--- src/shared/spwm_defs.svh ---
`ifndef SPWM_DEFS_SVH
`define SPWM_DEFS_SVH

// ---------------------------------------------------------------
// field positions and widths
// ---------------------------------------------------------------
`define SPWM_CTRL_MODE_LSB   0
`define SPWM_CTRL_MODE_MSB   3
`define SPWM_CTRL_DLOW_LSB   4
`define SPWM_CTRL_DLOW_MSB   5
`define SPWM_MODE_PWM        4'hC
// ---------------------------------------------------------------
// reset values
// ---------------------------------------------------------------
`define SPWM_RST_BYTE        8'h00
`define SPWM_RST_PERIOD      8'hFF
`define SPWM_RST_DIR         1'b1
// ---------------------------------------------------------------
// timing counts: one time-base quarter per clock at prescale 1:1
// ---------------------------------------------------------------
`define SPWM_QUARTERS        4
`define SPWM_PRE_DIV4        4'h3
`define SPWM_PRE_DIV16       4'hF

`endif

--- src/shared/spwm_pkg.sv ---
package spwm_pkg;
  typedef logic [7:0] spwm_byte_t;
  typedef logic [1:0] spwm_sel_t;
  // prescale selection codes
  typedef enum logic [1:0]
  {
    SPWM_PRE_1  = 2'h0,
    SPWM_PRE_4  = 2'h1,
    SPWM_PRE_16 = 2'h2,
    SPWM_PRE_16B = 2'h3
  } spwm_pre_e;
  // output state, one-hot
  typedef enum logic [1:0]
  {
    SPWM_OUT_LOW  = 2'b01,
    SPWM_OUT_HIGH = 2'b10
  } spwm_out_e;
endpackage : spwm_pkg
--- src/hdl/spwm_channel.sv ---
`timescale 1ns/10ps
`default_nettype none
`include "spwm_defs.svh"
module spwm_channel
  import spwm_pkg::*;
(
  // clock, reset, sleep freeze
  input  wire logic                 clock,
  input  wire logic                 rst_n,
  input  wire logic                 clk_en,
  // software writes: data with one-cycle strobes
  input  wire spwm_pkg::spwm_byte_t wr_data,
  input  wire logic                 wr_period,
  input  wire logic                 wr_duty_high,
  input  wire logic                 wr_duty_buffer,
  input  wire logic                 wr_control,
  input  wire logic                 wr_timer_select,
  input  wire logic                 wr_timer_control,
  input  wire logic [1:0]           wr_timer_index,
  input  wire logic                 wr_pin_direction,
  input  wire logic                 clear_match_flag,
  // port function of the pin when released
  input  wire logic                 port_data,
  // readback
  output spwm_pkg::spwm_byte_t      duty_buffer_reg,
  output spwm_pkg::spwm_byte_t      capture_pwm_control,
  output logic                      period_match_flag,
  output spwm_pkg::spwm_byte_t      period_counter_view,
  // pin
  output logic                      pwm_output_pin,
  output logic                      pwm_output_oe_n
);
  import spwm_pkg::*;

  // ---------------------------------------------------------------
  // configuration registers
  // ---------------------------------------------------------------
  spwm_byte_t period_register [3];
  spwm_pre_e  prescale_select [3];
  logic       timer_on        [3];
  spwm_byte_t duty_high_bits_reg;
  spwm_sel_t  timer_select;
  logic       pin_direction;
  logic [1:0] duty_low_latch;
  spwm_out_e  out_state;

  // ---------------------------------------------------------------
  // shared timers
  // ---------------------------------------------------------------
  spwm_byte_t tmr_count [3];
  logic [1:0] tmr_sub   [3];
  logic       tmr_roll  [3];
  logic       tmr_step  [3];

  genvar gi;
  generate
    for (gi = 0; gi < 3; gi++)
    begin : g_tmr
      spwm_timer u_timer
      (
        .clock           (clock),
        .rst_n           (rst_n),
        .clk_en          (clk_en),
        .timer_on        (timer_on[gi]),
        .prescale_select (prescale_select[gi]),
        .period_register (period_register[gi]),
        .period_counter  (tmr_count[gi]),
        .sub_bits        (tmr_sub[gi]),
        .rollover        (tmr_roll[gi]),
        .step            (tmr_step[gi])
      );
    end
  endgenerate

  // ---------------------------------------------------------------
  // selection and decode
  // ---------------------------------------------------------------
  wire [1:0] sel_idx = (timer_select == 2'h3) ? 2'h0 : timer_select;
  wire [9:0] time_base = {tmr_count[sel_idx], tmr_sub[sel_idx]};
  wire [9:0] duty_buf  = {duty_buffer_reg, duty_low_latch};
  wire       sel_on    = timer_on[sel_idx];
  wire       sel_roll  = tmr_roll[sel_idx];
  wire       sel_step  = tmr_step[sel_idx];
  wire       pwm_mode  =
    (capture_pwm_control[`SPWM_CTRL_MODE_MSB:`SPWM_CTRL_MODE_LSB] == `SPWM_MODE_PWM);
  wire       released  = (capture_pwm_control == `SPWM_RST_BYTE);
  wire       active    = pwm_mode && sel_on && clk_en;
  // a new period's duty comes straight from the software registers
  wire [9:0] next_duty = {duty_high_bits_reg,
    capture_pwm_control[`SPWM_CTRL_DLOW_MSB:`SPWM_CTRL_DLOW_LSB]};
  // tick of the selected time base, one quarter step
  wire [9:0] next_base = sel_roll ? 10'h000 : time_base + 10'h001;
  // only a prescaled tick moves the time base; slower prescales hold it
  wire       base_step = active && sel_step;
  // high time is duty quarters long; compare with the next position
  wire       hit_clear = base_step && !sel_roll
                         && (next_base == duty_buf);
  wire       next_pin_level = released ? port_data
                              : (out_state == SPWM_OUT_HIGH);
  // rollover decides the new period's level from the freshly latched duty
  wire       start_high = (next_duty != 10'h000);

  // ---------------------------------------------------------------
  // timer configuration writes
  // ---------------------------------------------------------------
  generate
    for (gi = 0; gi < 3; gi++)
    begin : g_cfg
      always_ff @(posedge clock or negedge rst_n)
      begin
        if (!rst_n)
        begin
          period_register[gi] <= `SPWM_RST_PERIOD;
          prescale_select[gi] <= SPWM_PRE_1;
          timer_on[gi]        <= 1'b0;
        end
        else if (clk_en && wr_timer_index == 2'(gi))
        begin
          if (wr_period)
            period_register[gi] <= wr_data;
          if (wr_timer_control)
          begin
            timer_on[gi]        <= wr_data[2];
            prescale_select[gi] <= spwm_pre_e'(wr_data[1:0]);
          end
        end
      end
    end
  endgenerate

  // ---------------------------------------------------------------
  // channel software registers
  // ---------------------------------------------------------------
  // writes land whenever clk_en is high; only the duty bits wait for the rollover to move on
  always_ff @(posedge clock or negedge rst_n)
  begin
    if (!rst_n)
    begin
      duty_high_bits_reg  <= `SPWM_RST_BYTE;
      capture_pwm_control <= `SPWM_RST_BYTE;
      timer_select        <= 2'h0;
      pin_direction       <= `SPWM_RST_DIR;
    end
    else if (clk_en)
    begin
      if (wr_duty_high)
        duty_high_bits_reg <= wr_data;
      if (wr_control)
        capture_pwm_control <= wr_data;
      if (wr_timer_select)
        timer_select <= wr_data[1:0];
      if (wr_pin_direction)
        pin_direction <= wr_data[0];
    end
  end

  // ---------------------------------------------------------------
  // duty double buffer
  // ---------------------------------------------------------------
  // in PWM mode the buffer only moves at a period boundary, so no mid-period glitch
  always_ff @(posedge clock or negedge rst_n)
  begin
    if (!rst_n)
    begin
      duty_buffer_reg <= `SPWM_RST_BYTE;
      duty_low_latch  <= 2'h0;
    end
    else if (active && sel_roll)
    begin
      duty_buffer_reg <= duty_high_bits_reg;
      duty_low_latch  <= next_duty[1:0];
    end
    else if (clk_en && wr_duty_buffer && !pwm_mode)
      duty_buffer_reg <= wr_data;
  end

  // ---------------------------------------------------------------
  // output state machine
  // ---------------------------------------------------------------
  // duty beyond the period never matches, so the level just holds
  always_ff @(posedge clock or negedge rst_n)
  begin
    if (!rst_n)
      out_state <= SPWM_OUT_LOW;
    else if (active)
    begin
      case (out_state)
        SPWM_OUT_LOW:
          if (sel_roll && start_high)
            out_state <= SPWM_OUT_HIGH;
        SPWM_OUT_HIGH:
          if (sel_roll && !start_high)
            out_state <= SPWM_OUT_LOW;
          else if (hit_clear)
            out_state <= SPWM_OUT_LOW;
        default:
          out_state <= SPWM_OUT_LOW;
      endcase
    end
  end

  // ---------------------------------------------------------------
  // flag and pin registers
  // ---------------------------------------------------------------
  // set beats a clear arriving in the same cycle
  always_ff @(posedge clock or negedge rst_n)
  begin
    if (!rst_n)
    begin
      period_match_flag   <= 1'b0;
      pwm_output_pin      <= 1'b0;
      pwm_output_oe_n     <= 1'b1;
      period_counter_view <= `SPWM_RST_BYTE;
    end
    else if (clk_en)
    begin
      if (sel_roll)
        period_match_flag <= 1'b1;
      else if (clear_match_flag)
        period_match_flag <= 1'b0;
      pwm_output_pin      <= next_pin_level;
      pwm_output_oe_n     <= pin_direction;
      period_counter_view <= tmr_count[sel_idx];
    end
  end
endmodule : spwm_channel
`default_nettype wire

--- src/hdl/spwm_timer.sv ---
`timescale 1ns/10ps
`default_nettype none
`include "spwm_defs.svh"
// shared 8-bit period timer with prescaler; one instance per timer
module spwm_timer
  import spwm_pkg::*;
(
  // clock and reset
  input  wire logic                 clock,
  input  wire logic                 rst_n,
  input  wire logic                 clk_en,
  // configuration
  input  wire logic                 timer_on,
  input  wire spwm_pkg::spwm_pre_e  prescale_select,
  input  wire spwm_pkg::spwm_byte_t period_register,
  // state
  output spwm_pkg::spwm_byte_t      period_counter,
  output logic [1:0]                sub_bits,
  output logic                      rollover,
  output logic                      step
);
  logic [3:0] pre_count;
  logic [3:0] pre_limit;
  logic       tick;

  // --------------------------------------------------------------
  // prescaler
  // --------------------------------------------------------------
  // 1:1 gives a tick each clock, sub bits then follow the clock phase
  assign pre_limit = (prescale_select == SPWM_PRE_1) ? 4'h0 :
                     (prescale_select == SPWM_PRE_4) ? `SPWM_PRE_DIV4 :
                     `SPWM_PRE_DIV16;
  // four time-base quarters make one counter increment
  assign tick      = (pre_count == pre_limit);
  // one time-base step per prescaled tick, not per clock
  assign step      = timer_on && clk_en && tick;
  assign rollover  = step
                     && (sub_bits == 2'h3) && (period_counter == period_register);
  // postscaler deliberately absent: it never shapes the period

  always_ff @(posedge clock or negedge rst_n)
  begin
    if (!rst_n)
    begin
      pre_count      <= 4'h0;
      sub_bits       <= 2'h0;
      period_counter <= `SPWM_RST_BYTE;
    end
    else if (clk_en && timer_on)
    begin
      pre_count <= tick ? 4'h0 : pre_count + 4'h1;
      if (tick)
      begin
        sub_bits <= sub_bits + 2'h1;
        if (sub_bits == 2'h3)
          period_counter <= (period_counter == period_register)
                            ? 8'h00 : period_counter + 8'h01;
      end
    end
  end
endmodule : spwm_timer
`default_nettype wire

--- config.mk ---
export PLATFORM = sky130hd
export DESIGN_NAME = spwm_channel
export DESIGN_NICKNAME = d
export VERILOG_FILES = /design/src/shared/spwm_pkg.sv /design/src/hdl/spwm_channel.sv /design/src/hdl/spwm_timer.sv
export VERILOG_INCLUDE_DIRS = /design/src /design/src/shared
export SDC_FILE = /design/constraint.sdc
export NUM_CORES = 1
export LEC_CHECK = 0
export ABC_AREA = 1
export ABC_CLOCK_PERIOD_IN_PS = 2570
export BUFFER_PORTS_ARGS = -buffer_cell sky130_fd_sc_hd__clkbuf_2
export CORE_UTILIZATION = 40
export DETAILED_ROUTE_END_ITERATION = 12
export HOLD_SLACK_MARGIN = 0.03
export PLACE_DENSITY_LB_ADDON = 0.12
export SYNTH_ARGS = -nofsm -noshare
export SYNTH_HDL_FRONTEND = slang
export SYNTH_HIERARCHICAL = 1
export SYNTH_SLANG_ARGS = --single-unit
--- constraint.sdc ---
create_clock -name clock -period 2.57 [get_ports clock]
set_clock_uncertainty 0.2 [all_clocks]
set_input_delay 0.3855 -clock clock [delete_from_list [all_inputs] [get_ports clock]]
set_output_delay 0.3855 -clock clock [all_outputs]
set_load 0.05 [all_outputs]
## Word-level counts from Yosys, hierarchy flattened

Index checks and enable logic that the tools add are counted.

| storage, ports and cells | value |
|---|---|
| output and inout bits | 27 |
| input port bits | 22 |
| register bits | 117 |
| logic and storage cells | 154 |

| cells by class | value |
|---|---|
| add/subtract/negate cells | 10 |
| reductions and logical operators | 54 |
| order comparisons | 1 |
| bitwise logic cells | 1 |
| equality and inequality tests | 21 |
| multiplexer cells | 38 |

Operators with widths:

| operator | number |
|---|---|
| 8-bit 2-to-1 mux | 7 |
| 4-bit 2-to-1 mux | 9 |
| 2-bit AND reduction | 14 |
| 1-bit logical AND | 25 |
| 8-bit by 1-bit adder with 8-bit output, second input constant | 3 |
| 8-bit equality test | 3 |
| 8-bit binary-select mux with 2-bit select | 1 |
| 4-bit by 1-bit adder with 4-bit output, second input constant | 3 |
| 2-bit equality test, second input constant | 6 |
| 4-bit equality test | 3 |
| 2-bit 2-to-1 mux | 6 |
| 3-bit AND reduction | 4 |
| 10-bit by 1-bit adder with 10-bit output, second input constant | 1 |
| 10-bit equality test | 1 |
| 2-bit by 1-bit equality test with 1-bit output, second input constant | 5 |
| 10-bit 2-to-1 mux | 1 |
| 10-bit nonzero test | 1 |
| 1-bit 2-to-1 mux | 9 |
| 2-bit zero test | 4 |
| 8-bit zero test | 1 |
| 2-bit by 1-bit adder with 2-bit output, second input constant | 3 |
| 1-bit binary-select mux with 2-bit select | 3 |
| 2-bit binary-select mux with 2-bit select | 1 |
| 4-bit equality test, second input constant | 1 |
| other kinds (7) | 10 |

## Longest topological paths before layout

Gate-level depths: netlist of the first run.

| depth | value |
|---|---|
| depth after elaboration | 16 |
| gate-level depth with buffers | 25 |
| depth with buffers taken out | 24 |

## Cells and area by module

Netlist of the first run, hierarchy kept.

Modules (own cells, without submodules):

| module | instances | seq. area each (um^2) | area an instance (um^2) | cells an instance |
|---|---|---|---|---|
| spwm_channel | 1 | 1910.6 | 3706.1 | 482 |
| spwm_timer | 3 | 350.3 | 955.9 | 131 |

## Worst setup path after synthesis of the first run

No wires, ideal clock.

| timing path | value |
|---|---|
| path kind | register -> register |
| from | reg timer_select[0] |
| to | reg out_state[1] |
| library setup time | 0.117 ns |
| data arrival time | 2.297 ns |
| period minus slack after synthesis | 2.613 ns |
| setup slack | -0.043 ns |
| cell stages (with the launch flop) | 20 |
| buffers on the path | 0 |
| required time | 2.253 ns |
| cells stage by stage | dfrtp_1 -> inv_2 -> nor2_1 -> nand2_1 -> nand3_1 -> nand2_2 -> ha_1 -> xnor2_1 -> o211ai_1 -> nand3b_1 -> nor2_1 -> nand2_1 -> nor2_1 -> nand2_1 -> nor2_1 -> nand3_1 -> nand2_1 -> nand2_1 -> nand2_1 -> nand2_1 |

| between the ends | value |
|---|---|
| cells in the longest elaborated chain, start to end | 13 |
| elaborated cells between the ends (all ways) | 34 |
| classes of those cells | add/sub (1); eq/ne (4); mux (19); bitwise (1); reduce/logical (9) |

RTL lines:

| what | RTL line | RTL |
|---|---|---|
| start, declared | spwm_channel.sv:42 | `spwm_sel_t timer_select;` |
| start signal, assigned | spwm_channel.sv:151 | `timer_select <= wr_data[1:0];` |
| 2-bit equality test | spwm_channel.sv:78 | `wire [1:0] sel_idx = (timer_select == 2'h3) ? 2'h0 : timer_select;` |
| 2-bit 2-to-1 mux (*) | spwm_channel.sv:78 |  |
| 2-bit NOT with 3-bit output (not written as such) (*) | -- |  |
| parallel branches: the longest is 10 deep, another holds 10-bit by 1-bit adder with 10-bit output | -- |  |
| end signal, assigned | spwm_channel.sv:184 | `out_state <= SPWM_OUT_LOW;` |
| end signal, assigned | spwm_channel.sv:190 | `out_state <= SPWM_OUT_HIGH;` |
| end signal, assigned | spwm_channel.sv:193 | `out_state <= SPWM_OUT_LOW;` |
| end, declared | spwm_channel.sv:45 | `spwm_out_e out_state;` |

Every way passes the cells marked *. The select of a mux whose other input is x is not followed.
A chain may end at the register's enable or synchronous reset.

==> results.txt, run 1 <==
The post-detailed-placement half-perimeter wirelength is 12600 um. In the final layout, the share of cells above drive strength 1 is 0.256. Along the worst path, the maximum fanout reaches 8. The final reports fail on setup timing. The worst path buffer plus inverter count came out at 5. The first-pass GRT wire length is 28300 um. The total area inside the core boundary comes to between 15000 and 20000 sq um. The number of antenna violations at the first check in global routing came out at 0. The number of logic stages on the critical path including buffering came out at 22. Across every metal layer, demand over resource in global routing totals 0.222. The count of unresolved DRC violations after routing is 0.

Averaged over all synthesized cells, the footprint is 7.51 sq um. The remaining number of nets flagged by the antenna check after routing came out at 0. The most numerous cell type found on the critical path is nand2_1. The count of cell types in the netlist came out at 36. The critical path start-end classification is reg -> reg. The growth of design area from synthesis to finish is 27.8%. For hold timing, the worst endpoint is period_match_flag. The count of port buffers added during placement came out at 48. The floorplan step set the die height to about 130 um. The endpoint required time on the critical path is ~2.7 ns.

The worst hold path begins at clear_match_flag. The number of max-slew violations in the final report is 0. The worst-case vdd ir drop came out at approximately 0.48 mV. The signal on the critical path passes through nor2_2, nand2_1, o21ai_2, nand2_4, nor2_8, inv_6, nor2_4, inv_1, nand2_1, o21ai_2, a21oi_2, inv_2, buf_12, buf_8, nand4_1, nand3_1, nor2_1, nand3_1, nand2_2, nand2_2, nand2_1, nand2_1. STA puts the critical path data arrival time at ~2.8 ns. The cell with the largest stage delay on the worst path is dfrtp_1. The proportion of synthesized flip-flops having asynchronous set or reset came out at 1.00. The cell sitting at the root of the clock tree is a clkbuf_16. The final period demand of the worst path is roughly 2.7 ns. Measured on the finished design, the core utilization comes to 0.527. The maximum number of pins on one net before global-route repair came out at between 40 and 50. The floorplan step defined a die boundary enclosing between 15000 and 20000 sq um.

The count of pins on the block boundary came out at 49. The clock-pin slew on the worst setup and hold paths is about 0.050 ns. For this run, the register share of the synthesized area comes to 0.451. The antenna cell count is 0. The highest achievable clock rate came out at 374 MHz.

The post-synthesis cell count came out at between 800 and 900. The run finished, with violations left. The setup slack of the critical path after layout came out at -0.103 ns. The H-tree was split into 4 levels. At the end of routability-driven placement, the weighted congestion stood at about 0.86. The number of global-route vias before repair is 5541. The total negative slack is -0.161 ns.

The final setup violation count is 2. The chip width is approximately 130 um. The detailed router's first-iteration violation count is 490. The count of clock tree sinks is roughly 120. At the pin with the least slew margin, the transition time is 0.786 ns. The area of the mapped netlist came out at between 6000 and 7000 sq um.

The count of vias placed by the detailed router came out at 5894. The post-route non-filler standard cell count is around 1200. The register-to-register path setup slack is -0.10 ns. The per-cell routed wire length is about 14 um. The total overflow left after global routing is 0. The max-slew headroom at the worst pin is 0.471. The total power density per cell area is between 700 and 800 nW/um^2. Including well taps, the total number of placed cells is approximately 1200. The total nets after synthesis came out at 907. The final number of hold-violating endpoints is 0. The final wirelength came out at between 15000 and 20000 um. The initial core utilization is 0.412. The maximum count of clock buffers along a single path came out at 2.

In the final design database the tool counted between 1000 and 1500 nets. The total clock buffers created by CTS came out at 17. The most used flip-flop cell after synthesis is dfrtp_1. The tightest min-delay check is of the in -> reg type. In the final layout, the registers with the most flip-flops are g_tmr.u_timer/period_counter x24, period_register x24, g_tmr.u_timer/pre_count x12.

For the worst-skew pair, the clock arrives at the later sink with an insertion delay of about 0.4 ns. The leakage power summed over all cells is 4.39 nW. The largest single stage delay on the critical path is 0.41 ns. The final cycle utilization of the critical path came out at 1.04.

For this run, the detailed router's first-pass iteration total came to 6. The number of synthesized flops with an enable pin is 0. The number of placement rows came out at 46. The number of flip-flops and latches in the synthesized netlist is approximately 120. The family with the most delay on the worst path is simple AND/OR/NAND/NOR gates. In this run the critical register-to-register path is captured at out_state[1]. The tool flagged a number of max-cap violations equal to 0. The worst register-to-register path begins at prescale_select[5].

The number of cells on the worst hold path came out at 4. The worst setup path is launched from a flip-flop. The average vias per placed instance came out at roughly 4.7. TritonCTS built the clock tree. The depth of the worst register-to-register path is 22. STA classifies the critical path endpoint as a flip-flop.

Setup repair after global routing could not meet its margin everywhere. During synthesis, Yosys emitted a total of 6 warnings.
[kinds of logic after synthesis]
kind of cell,share of synthesized area
xor+xnor,0.0501
buf+inv,0.0824
simple gates,0.321
fa+ha+maj,0.0190
compound gates,0.0775
flops,0.451
[worst max-delay path by stage]
stage / from / endpoint / slack, ns
after floorplan: timer_select[0] / out_state[1] / 0.05
after detailed placement: timer_select[1] / out_state[1] / -0.21
after CTS: period_register[16] / out_state[1] / -0.11
final: prescale_select[5] / out_state[1] / -0.10
after global placement: timer_select[1] / out_state[1] / -0.19
after global routing: prescale_select[5] / out_state[1] / -0.27
[where the power goes]
part	switching [W]	internal [W]
clock network	0.000833	0.00147
logic	0.00103	0.000675
registers	0.000240	0.00220
total	0.00210	0.00435
[cell usage in the layout, fill, tap and decap left out, types with 3 or more instances in the layout]
master / n
nand2_1: 306
inv_1: 100
dfrtp_1: 88
buf_4: 88
nand3_1: 70
o21ai_0: 69
nor2_1: 49
clkbuf_2: 47
dfstp_2: 27
xnor2_1: 19
clkbuf_16: 17
nand4_1: 16
inv_2: 14
nand2_2: 14
xor2_1: 12
nor2_2: 9
ha_1: 9
o221ai_1: 8
clkinv_2: 6
o21ai_2: 4
nand2_4: 4
nor2_4: 4
a21oi_1: 3
clkbuf_1: 3
nor2_8: 3
inv_6: 3
clkinv_1: 3
xor2_2: 3
[metrics by stage]
stage               hold WS (ns)  power, W  setup WS (ns)  instance area (sq um)
floorplan                 -0.110   0.00349         0.0542                   6580
global placement           0.193   0.00406         -0.194                   7660
detailed placement         0.190   0.00409         -0.206                   7660
CTS                       0.0309   0.00647         -0.111                   8340
global route              0.0709   0.00681         -0.271                   8400
finish                    0.0435   0.00645         -0.103                   8400
[worst min-delay path: cells and delay by family]
kind	cells	cell delay (ns)
buffers and inverters	1	0.08
AO/OA/AOI/OAI	1	0.06
AND/OR/NAND/NOR	2	0.09
[repair_timing]
action	CTS	global route
hold buffers	2	0
buffers inserted	6	4
pin swaps	3	18
hold endpoints to repair	29	0
resized for setup	12	16
endpoints found under the setup margin	10	12
[routing by layer]
layer	track usage	up-vias	part of all wire
li1	-	3046	-
met1	0.310	2712	0.48
met2	0.353	123	0.46
met3	0.0418	13	0.047
met4	0.0581	0	0.0096
met5	0	-	0
[area by class of cell]
| cell class | count | area [sq um] |
|---|---|---|
| fillers | 1592 | 7540 |
| multi-input cells | 622 | 3140 |
| flip-flops and latches | 117 | 2960 |
| repair buffers | 142 | 993 |
| inverters | 120 | 465 |
| clock buffers | 22 | 464 |
| well taps | 216 | 270 |
| clock inverters | 10 | 105 |
[synth_stat cells (3+ instances only)]
library cell | instances | area, sq um
nand3_1 | 72 | 360
nand4_1 | 16 | 100
nand2_2 | 10 | 62.6
nor2_2 | 7 | 43.8
xor2_2 | 3 | 48.8
xnor2_1 | 20 | 175
nor2_1 | 52 | 195
inv_6 | 3 | 26.3
a21oi_1 | 5 | 25.0
ha_1 | 10 | 125
xor2_1 | 12 | 105
nand2_4 | 3 | 33.8
inv_2 | 12 | 45.0
nor2_4 | 3 | 33.8
inv_1 | 102 | 383
dfrtp_1 | 90 | 2250
nor2_8 | 3 | 60.1
clkinv_1 | 3 | 11.3
o21ai_2 | 3 | 26.3
o221ai_1 | 8 | 70.1
clkbuf_1 | 10 | 37.5
o21ai_0 | 71 | 355
nand2_1 | 311 | 1170
dfstp_2 | 27 | 709
buf_2 | 4 | 20.0
No activity file was read; power rests on OpenSTA's default activity.
==> run 2, diff against run 1 <==
--- a/config.mk
+++ b/config.mk
@@ -7,7 +7,7 @@
 export NUM_CORES = 1
 export LEC_CHECK = 0
 export ABC_AREA = 1
-export ABC_CLOCK_PERIOD_IN_PS = 2570
+export ABC_CLOCK_PERIOD_IN_PS = 2200
 export BUFFER_PORTS_ARGS = -buffer_cell sky130_fd_sc_hd__clkbuf_2
 export CORE_UTILIZATION = 40
 export DETAILED_ROUTE_END_ITERATION = 12
==> constraint.sdc (replaced) <==
create_clock -name clock -period 2.2 [get_ports clock]
set_clock_uncertainty 0.2 [all_clocks]
set_input_delay 0.33 -clock clock [delete_from_list [all_inputs] [get_ports clock]]
set_output_delay 0.33 -clock clock [all_outputs]
set_load 0.05 [all_outputs]
==> run 2 against run 1 <==
Against the previous run:
- the flow still finishes with violations (setup timing)
- register-to-register slack got worse by 0.30 ns
- first-iteration DRC count down 44%
- combinational power increased by 28%
- global-route usage grew 0.89 points
- sequential power rose by 16%
- sequential share of layout area fell by 1.8 points
- non-clock buffer count grew 37
- maximum frequency grew 2.5%
- wire length grew 3.2%
- design area rose by 5.5%
- hold slack improved by 0.024 ns
- highest routed layer unchanged
- core utilization rose by 2.9 points
==> results.txt, run 2 (synthesized netlist as in run 1, its figures left out) <==
The number of placed cells counting well taps is approximately 1200. The highest achievable clock rate came out at 384 MHz. STA puts the critical path data arrival time at about 2.7 ns. The combinational group share of total power is 0.274. The die boundary height is between 100 and 150 um. Measured in cells, the most critical reg-to-reg path has a length of 21. Setup violations remaining at the end of the flow were counted as 12. The detail route stage leaves a number of antenna-violating nets equal to 0. The first global-routing pass estimated approximately 29000 um of wire. The final cycle utilization of the critical path is 1.19. The number of cells on the worst hold path came out at 3.

Entering global routing, the biggest net connects between 40 and 50 pins. The path class of the tightest hold or removal check is in -> reg. Headroom to the max-slew limit came out at 0.618. The residual overflow from global routing came out at 0. The fraction of final layout cells with drive strength greater than 1 came out at 0.291. The library cells used most frequently in the layout, excluding fill and tap cells, are nand2_1 (304), buf_4 (121), inv_1 (101). In this run the tool buffered the top-level ports with between 40 and 50 buffer cells.

In this run, CTS created clock tree buffers numbering 17. The longest individual stage delay on the worst path is approximately 0.56 ns. The final net count came out at ~1100. The worst setup path is captured at a flip-flop. The critical path in this run is classified as reg -> reg. Max-cap violations in this run came to 0. The largest individual stage delay along the critical path comes from the cell dfstp_2.

The proportion of power drawn by the clock network is 0.367. The slew of the pin with the lowest slew margin is 0.571 ns. The number of antenna diodes in the final layout is 0. The number of antenna violations at the first check in global routing came out at 0. Setup repair after global routing could not meet its margin everywhere. The count of pins on the block boundary is 49.

The count of vias placed by the detailed router is between 6000 and 7000. The run finished, with violations left. The number of global-route vias before repair is 5792. The count of H-tree levels built during CTS is 4.

The overall fraction of global-route tracks in use came out at 0.231. The area of the die came out at 17000 sq um. The floorplan has between 40 and 50 rows. The worst setup path is launched from a flip-flop. The final wirelength is approximately 18000 um. The length of the first detailed-routing pass in iterations is 4. The count of clock tree sinks is between 100 and 150.

Dividing total power by cell area gives a power density of 896 nW/um^2. The initial core utilization came out at 0.412. The per-cell routed wire length came out at around 14 um.

The post-route non-filler standard cell count came out at about 1300. From synthesis to final layout, the design area changed by 34.8%. In this run the worst path has a maximum fanout of 7. At the end of routability-driven placement, the weighted congestion stood at between 0.8 and 0.9. TritonCTS built the clock tree.

Counting the fill cells in the layout gives about 1500. The worst path buffer plus inverter count came out at 3. The library cell used most frequently in the layout, excluding fill and tap cells, is nand2_1. The worst-case vdd ir drop came out at 0.570 mV. The analysis attributes to net switching a power of around 0.0025 W. The clock-pin slew on the worst setup and hold paths is 0.05 ns. The setup slack of the critical path after layout came out at -0.407 ns.

Using the TritonRoute via totals, the vias-per-cell ratio works out to 4.69. Among cell families on the critical path, the largest total delay comes from simple AND/OR/NAND/NOR gates. The largest registers in the layout are g_tmr.u_timer/period_counter x24, period_register x24, g_tmr.u_timer/pre_count x12. The fraction of power consumed by sequential logic came out at 0.359. The final period demand of the worst path is about 2.6 ns. The chip width came out at around 130 um.

The detailed router's first-iteration violation count is between 200 and 300. The internal power contribution is ~0.0054 W. The endpoint required time on the critical path came out at between 2 and 2.5 ns. The core region is 15900 sq um. The final reports fail on setup timing. The count of unresolved DRC violations after routing came out at 0. The tree is rooted in a clkbuf_16.

The number of max-slew violations in the final report is 0. Final hold analysis gives a worst-case slack of ~0.067 ns. The number of logic stages on the critical path including buffering is 21. The most prevalent standard cell on the critical path is nand2_1.

The net switching share of the total power is 0.315. The leakage power summed over all cells came out at between 4 and 5 nW. After legalization and detailed placement, the total HPWL measured roughly 13000 um. The later-pin clock latency in the skew report is between 0.4 and 0.5 ns. The final number of hold-violating endpoints is 0. Traced cell by cell, the critical path runs through xnor2_2, nand2_1, nor2_2, nand2_2, nor2_2, inv_1, nand2_1, o21ai_2, a21oi_2, inv_2, buf_12, nand3_2, nand2_1, nand2_1, nand3_1, nor2_1, nand3_1, nand2_2, nand2_2, nand2_1, nand2_1. In this run the deepest clock path goes through 2 buffers.
## run 2: area by class of cell
| class | count | area (sq um) | area share |
|---|---|---|---|
| flip-flops and latches | 117 | 2960 | 0.334 |
| clock buffers | 23 | 468 | 0.0528 |
| multi-input cells | 622 | 3250 | 0.366 |
| clock inverters | 9 | 150 | 0.0169 |
| well taps | 216 | 270 | 0.0305 |
| repair buffers | 179 | 1300 | 0.146 |
| inverters | 120 | 468 | 0.0528 |
## run 2: repair_timing
item	CTS	global route
pin swaps	12	9
endpoints found under the hold margin	24	0
gates cloned	1	0
resized for setup	23	11
setup buffers	6	2
endpoints found under the setup margin	13	13
hold buffers	4	0
## run 2: metal layers
| metal | track usage | vias to the layer above | wire [um] |
|---|---|---|---|
| met5 | 0 | - | 0 |
| met4 | 0.0657 | 0 | 171 |
| met3 | 0.0566 | 15 | 712 |
| met2 | 0.362 | 99 | 8120 |
| met1 | 0.317 | 2794 | 8900 |
| li1 | - | 3122 | - |
## run 2: through the flow
step	utilization	TNS (ns)	worst slack [ns]	instance area, sq um	total power [W]
global route	0.556	-4.69	-0.642	8860	0.00839
detailed placement	0.501	-3.56	-0.450	8000	0.00493
floorplan	-	-1.24	-0.234	6630	0.00410
CTS	0.555	-2.98	-0.419	8840	0.00799
global placement	0.501	-3.46	-0.388	8000	0.00490
finish	0.556	-2.75	-0.407	8860	0.00794
## run 2: worst register-to-register path, cell delays in order (launching register included)
cell,delay (ns)
dfstp_2,0.56
xnor2_2,0.12
nand2_1,0.08
nor2_2,0.12
nand2_2,0.10
nor2_2,0.08
inv_1,0.04
nand2_1,0.06
o21ai_2,0.07
a21oi_2,0.15
inv_2,0.10
buf_12,0.15
nand3_2,0.05
nand2_1,0.05
nand2_1,0.05
nand3_1,0.06
nor2_1,0.10
nand3_1,0.10
nand2_2,0.10
nand2_2,0.06
nand2_1,0.06
nand2_1,0.04
## run 2: final timing paths
kind / start / to / slack, ns
worst max-delay path: period_register[22] / out_state[1] / -0.41
worst min-delay path: wr_timer_select / timer_select[1] / 0.07
worst max register to register: period_register[22] / out_state[1] / -0.41
worst min register to register: pwm_output_oe_n / pwm_output_oe_n / 0.26
max in group asynchronous: rst_n / period_register[6] / 0.91
min in group asynchronous: rst_n / g_tmr[1].u_timer/pre_count[0] / 0.22
## run 2: power by group through the flow
stage / Sequential [W] / Clock [W] / Combinational (W)
floorplan: 0.00311 / 0 / 0.000992
global placement: 0.00287 / 0 / 0.00203
detailed placement: 0.00287 / 0 / 0.00205
CTS: 0.00285 / 0.00298 / 0.00216
global route: 0.00290 / 0.00306 / 0.00243
finish: 0.00285 / 0.00291 / 0.00217
==> run 3, diff against run 2 <==
--- a/config.mk
+++ b/config.mk
@@ -7,8 +7,9 @@
 export NUM_CORES = 1
 export LEC_CHECK = 0
 export ABC_AREA = 1
-export ABC_CLOCK_PERIOD_IN_PS = 2200
+export ABC_CLOCK_PERIOD_IN_PS = 3100
 export BUFFER_PORTS_ARGS = -buffer_cell sky130_fd_sc_hd__clkbuf_2
+export CORE_ASPECT_RATIO = 1.75
 export CORE_UTILIZATION = 40
 export DETAILED_ROUTE_END_ITERATION = 12
 export HOLD_SLACK_MARGIN = 0.03
==> constraint.sdc (replaced) <==
create_clock -name clock -period 3.1 [get_ports clock]
set_clock_uncertainty 0.2 [all_clocks]
set_input_delay 0.465 -clock clock [delete_from_list [all_inputs] [get_ports clock]]
set_output_delay 0.465 -clock clock [all_outputs]
set_load 0.05 [all_outputs]
==> run 3 against run 2 <==
Against the previous run:
- the run now ends clean
- clock-buffer cell count down 5
- via count down 5.7%
- die area up 0.12%
- cell count down 11%
- total power down 32%
- first-iteration DRC count down 11%
- design area down 12%
==> results.txt, run 3 (synthesized netlist as in run 1, its figures left out) <==
The startpoint of the most critical register-to-register path is g_tmr[0].u_timer/sub_bits[0]. The die boundary height came out at 172 um. The count of clock tree sinks came out at 117. The post-CTS setup buffer count came out at 0. The register-to-register path setup slack came out at 0.28 ns.

The chip width came out at a little under 100 um. The per-cell routed wire length came out at ~16 um. Relative to the synthesized area, the layout overhead comes to 18.9%.

The highest achievable clock rate came out at roughly 350 MHz. After floorplanning, the core was sized to cover 16000 sq um. The slew of the pin with the lowest slew margin came out at about 0.67 ns. The number of cells on the worst hold path is 3. The total power density per cell area came out at about 690 nW/um^2. The TritonCTS clock tree is built.

The final setup violation count is 0. The critical path is of the reg -> reg type. The total negative slack came out at 0 ns. The largest individual stage delay along the critical path comes from the cell dfrtp_1.

Leaving out fill and tap cells, the most frequent cell in the layout is nand2_1. The detailed router's first-iteration violation count is approximately 240. The count of H-tree levels built during CTS came out at 4. The max-slew headroom at the worst pin is 0.555. The kind of path behind the tightest hold check is in -> reg. The final net count is about 1000.

The cell that appears most often on the critical path is nand2_1. The total clock buffers created by CTS is 17. The count of buffers added on input and output ports is 48. The antenna cell count is 0.

In the finished design, the share of the clock period the worst path needs comes to 0.910. The number of max-slew violations in the final report came out at 0. The final number of hold-violating endpoints is 0. The count of vias placed by the detailed router came out at between 5000 and 6000.

The run finished with clean final reports. The number of antenna violations at the first check in global routing was 0. The count of pins on the block boundary is just under 50. For this run, the total global-route usage over all layers was measured as 0.229.

STA classifies the critical path startpoint as a flip-flop. The fraction of final layout cells with drive strength greater than 1 is 0.184. The number of global-route vias before repair came to approximately 5600. The count of unresolved DRC violations after routing came out at 0.

The final weighted congestion of routability-driven global placement is around 0.86. The maximum count of clock buffers along a single path is 2. For the worst setup path, the data arrival time is slightly below 3 ns. The maximum number of pins on one net before global-route repair is between 40 and 50. The leakage power summed over all cells came out at 4.04 nW.

The initial utilization of the core area, before any placement, comes to 0.412. The first-pass GRT wire length is 29100 um. The worst slack on hold paths came out at 0.125 ns. The launch instance of the worst min-delay path is port_data. The number of maximum-capacitance constraint violations came out at 0. Setup repair after global routing left no endpoint under its margin. The largest registers in the layout are g_tmr.u_timer/period_counter x24, period_register x24, g_tmr.u_timer/pre_count x12. The depth of the worst register-to-register path is 22. The worst-case IR drop observed on VDD is ~0.36 mV.

The post-detailed-placement half-perimeter wirelength is ~13000 um. The endpoint of the lowest-slack register-to-register path is out_state[1]. Summed over all layers, the global routing overflow is 0. At the later pin of the worst-skew pair, clock insertion delay measures 0.42 ns. In the layout the commonest cells are nand2_1 (311), inv_1 (102), dfrtp_1 (89). The clock root buffer master is clkbuf_16. The remaining number of nets flagged by the antenna check after routing came out at 0. The floorplan has 61 rows.

The length of the first detailed-routing pass in iterations is 5. The signal on the critical path passes through ha_1, nand2_1, nor2_8, inv_6, nor2_2, inv_1, nand2_1, o21ai_1, a21oi_1, inv_2, buf_6, nand3b_1, nor2_1, nand2_1, nor2_1, nand2_1, nor2_1, nand3_1, nand2_1, nand2_1, nand2_1, nand2_1. The final wirelength came out at ~18000 um. The largest fanout on the critical path came out at 17.

For hold timing, the worst endpoint is pwm_output_pin. The final period demand of the worst path is 2.82 ns. The largest single stage delay on the critical path is about 0.44 ns.

STA classifies the critical path endpoint as a flip-flop. The endpoint required time on the critical path is between 3 and 4 ns. The area of the die is ~17000 sq um.

After clock tree synthesis, the clock-pin slew on the worst setup and hold paths is approximately 0.06 ns. The average vias per placed instance is 4.95.
## run 3: how the worst max path moves through the flow
stage                                            start            to  slack (ns)  cells past startpoint
after global routing                   timer_select[1]  out_state[1]        0.03                     19
after detailed placement                        clk_en  out_state[1]        0.01                     22
after CTS                 g_tmr[1].u_timer/sub_bits[0]  out_state[1]        0.18                     20
after floorplan                        timer_select[0]  out_state[1]        0.49                     19
after global placement                          clk_en  out_state[1]        0.07                     22
final                     g_tmr[0].u_timer/sub_bits[0]  out_state[1]        0.28                     22
## run 3: repair_timing
action	in CTS	in global routing
endpoints found under the setup margin	0	3
hold endpoints to repair	27	0
resized for setup	0	3
hold buffers	2	0
## run 3: power by group
part           internal, W  switching [W]  leakage [nW]
clock              0.00138       0.000779         0.308
sequential         0.00183       0.000231          1.45
combinational     0.000388       0.000768          2.29
total              0.00359        0.00178          4.04
## run 3: final cells by class
type,instances,area (sq um)
inverter,120,465
multi-input combinational,622,3070
sequential,117,2960
tap,189,236
timing repair buffer,70,442
clock inverter,14,198
clock buffer,18,439
fill,1627,8140
## run 3: stage by stage
| step | setup WS [ns] | total power, W | cells | utilization | cell area, sq um |
|---|---|---|---|---|---|
| after floorplan | 0.487 | 0.00290 | 875 | - | 6570 |
| after global placement | 0.0699 | 0.00323 | 1116 | 0.448 | 7150 |
| after detailed placement | 0.0147 | 0.00324 | 1116 | 0.448 | 7150 |
| after CTS | 0.180 | 0.00541 | 1150 | 0.490 | 7810 |
| after global routing | 0.0270 | 0.00565 | 1150 | 0.490 | 7810 |
| final | 0.278 | 0.00537 | 1150 | 0.490 | 7810 |
## run 3: per-layer routing
metal	track usage	part of all wire	wire length, um
met2	0.431	0.54	9880
met5	0	0	0
met3	0.0370	0.029	535
met4	0.0863	0.022	395
met1	0.257	0.40	7330
## run 3: worst max-delay path: cells and delay by family, from the launching register on
family | cells | cell delay [ns]
buffers and inverters | 4 | 0.38
adders and majority gates | 1 | 0.22
and+or+nand+nor | 15 | 1.20
DFF | 1 | 0.44
AOI/OAI and AO/OA | 2 | 0.27
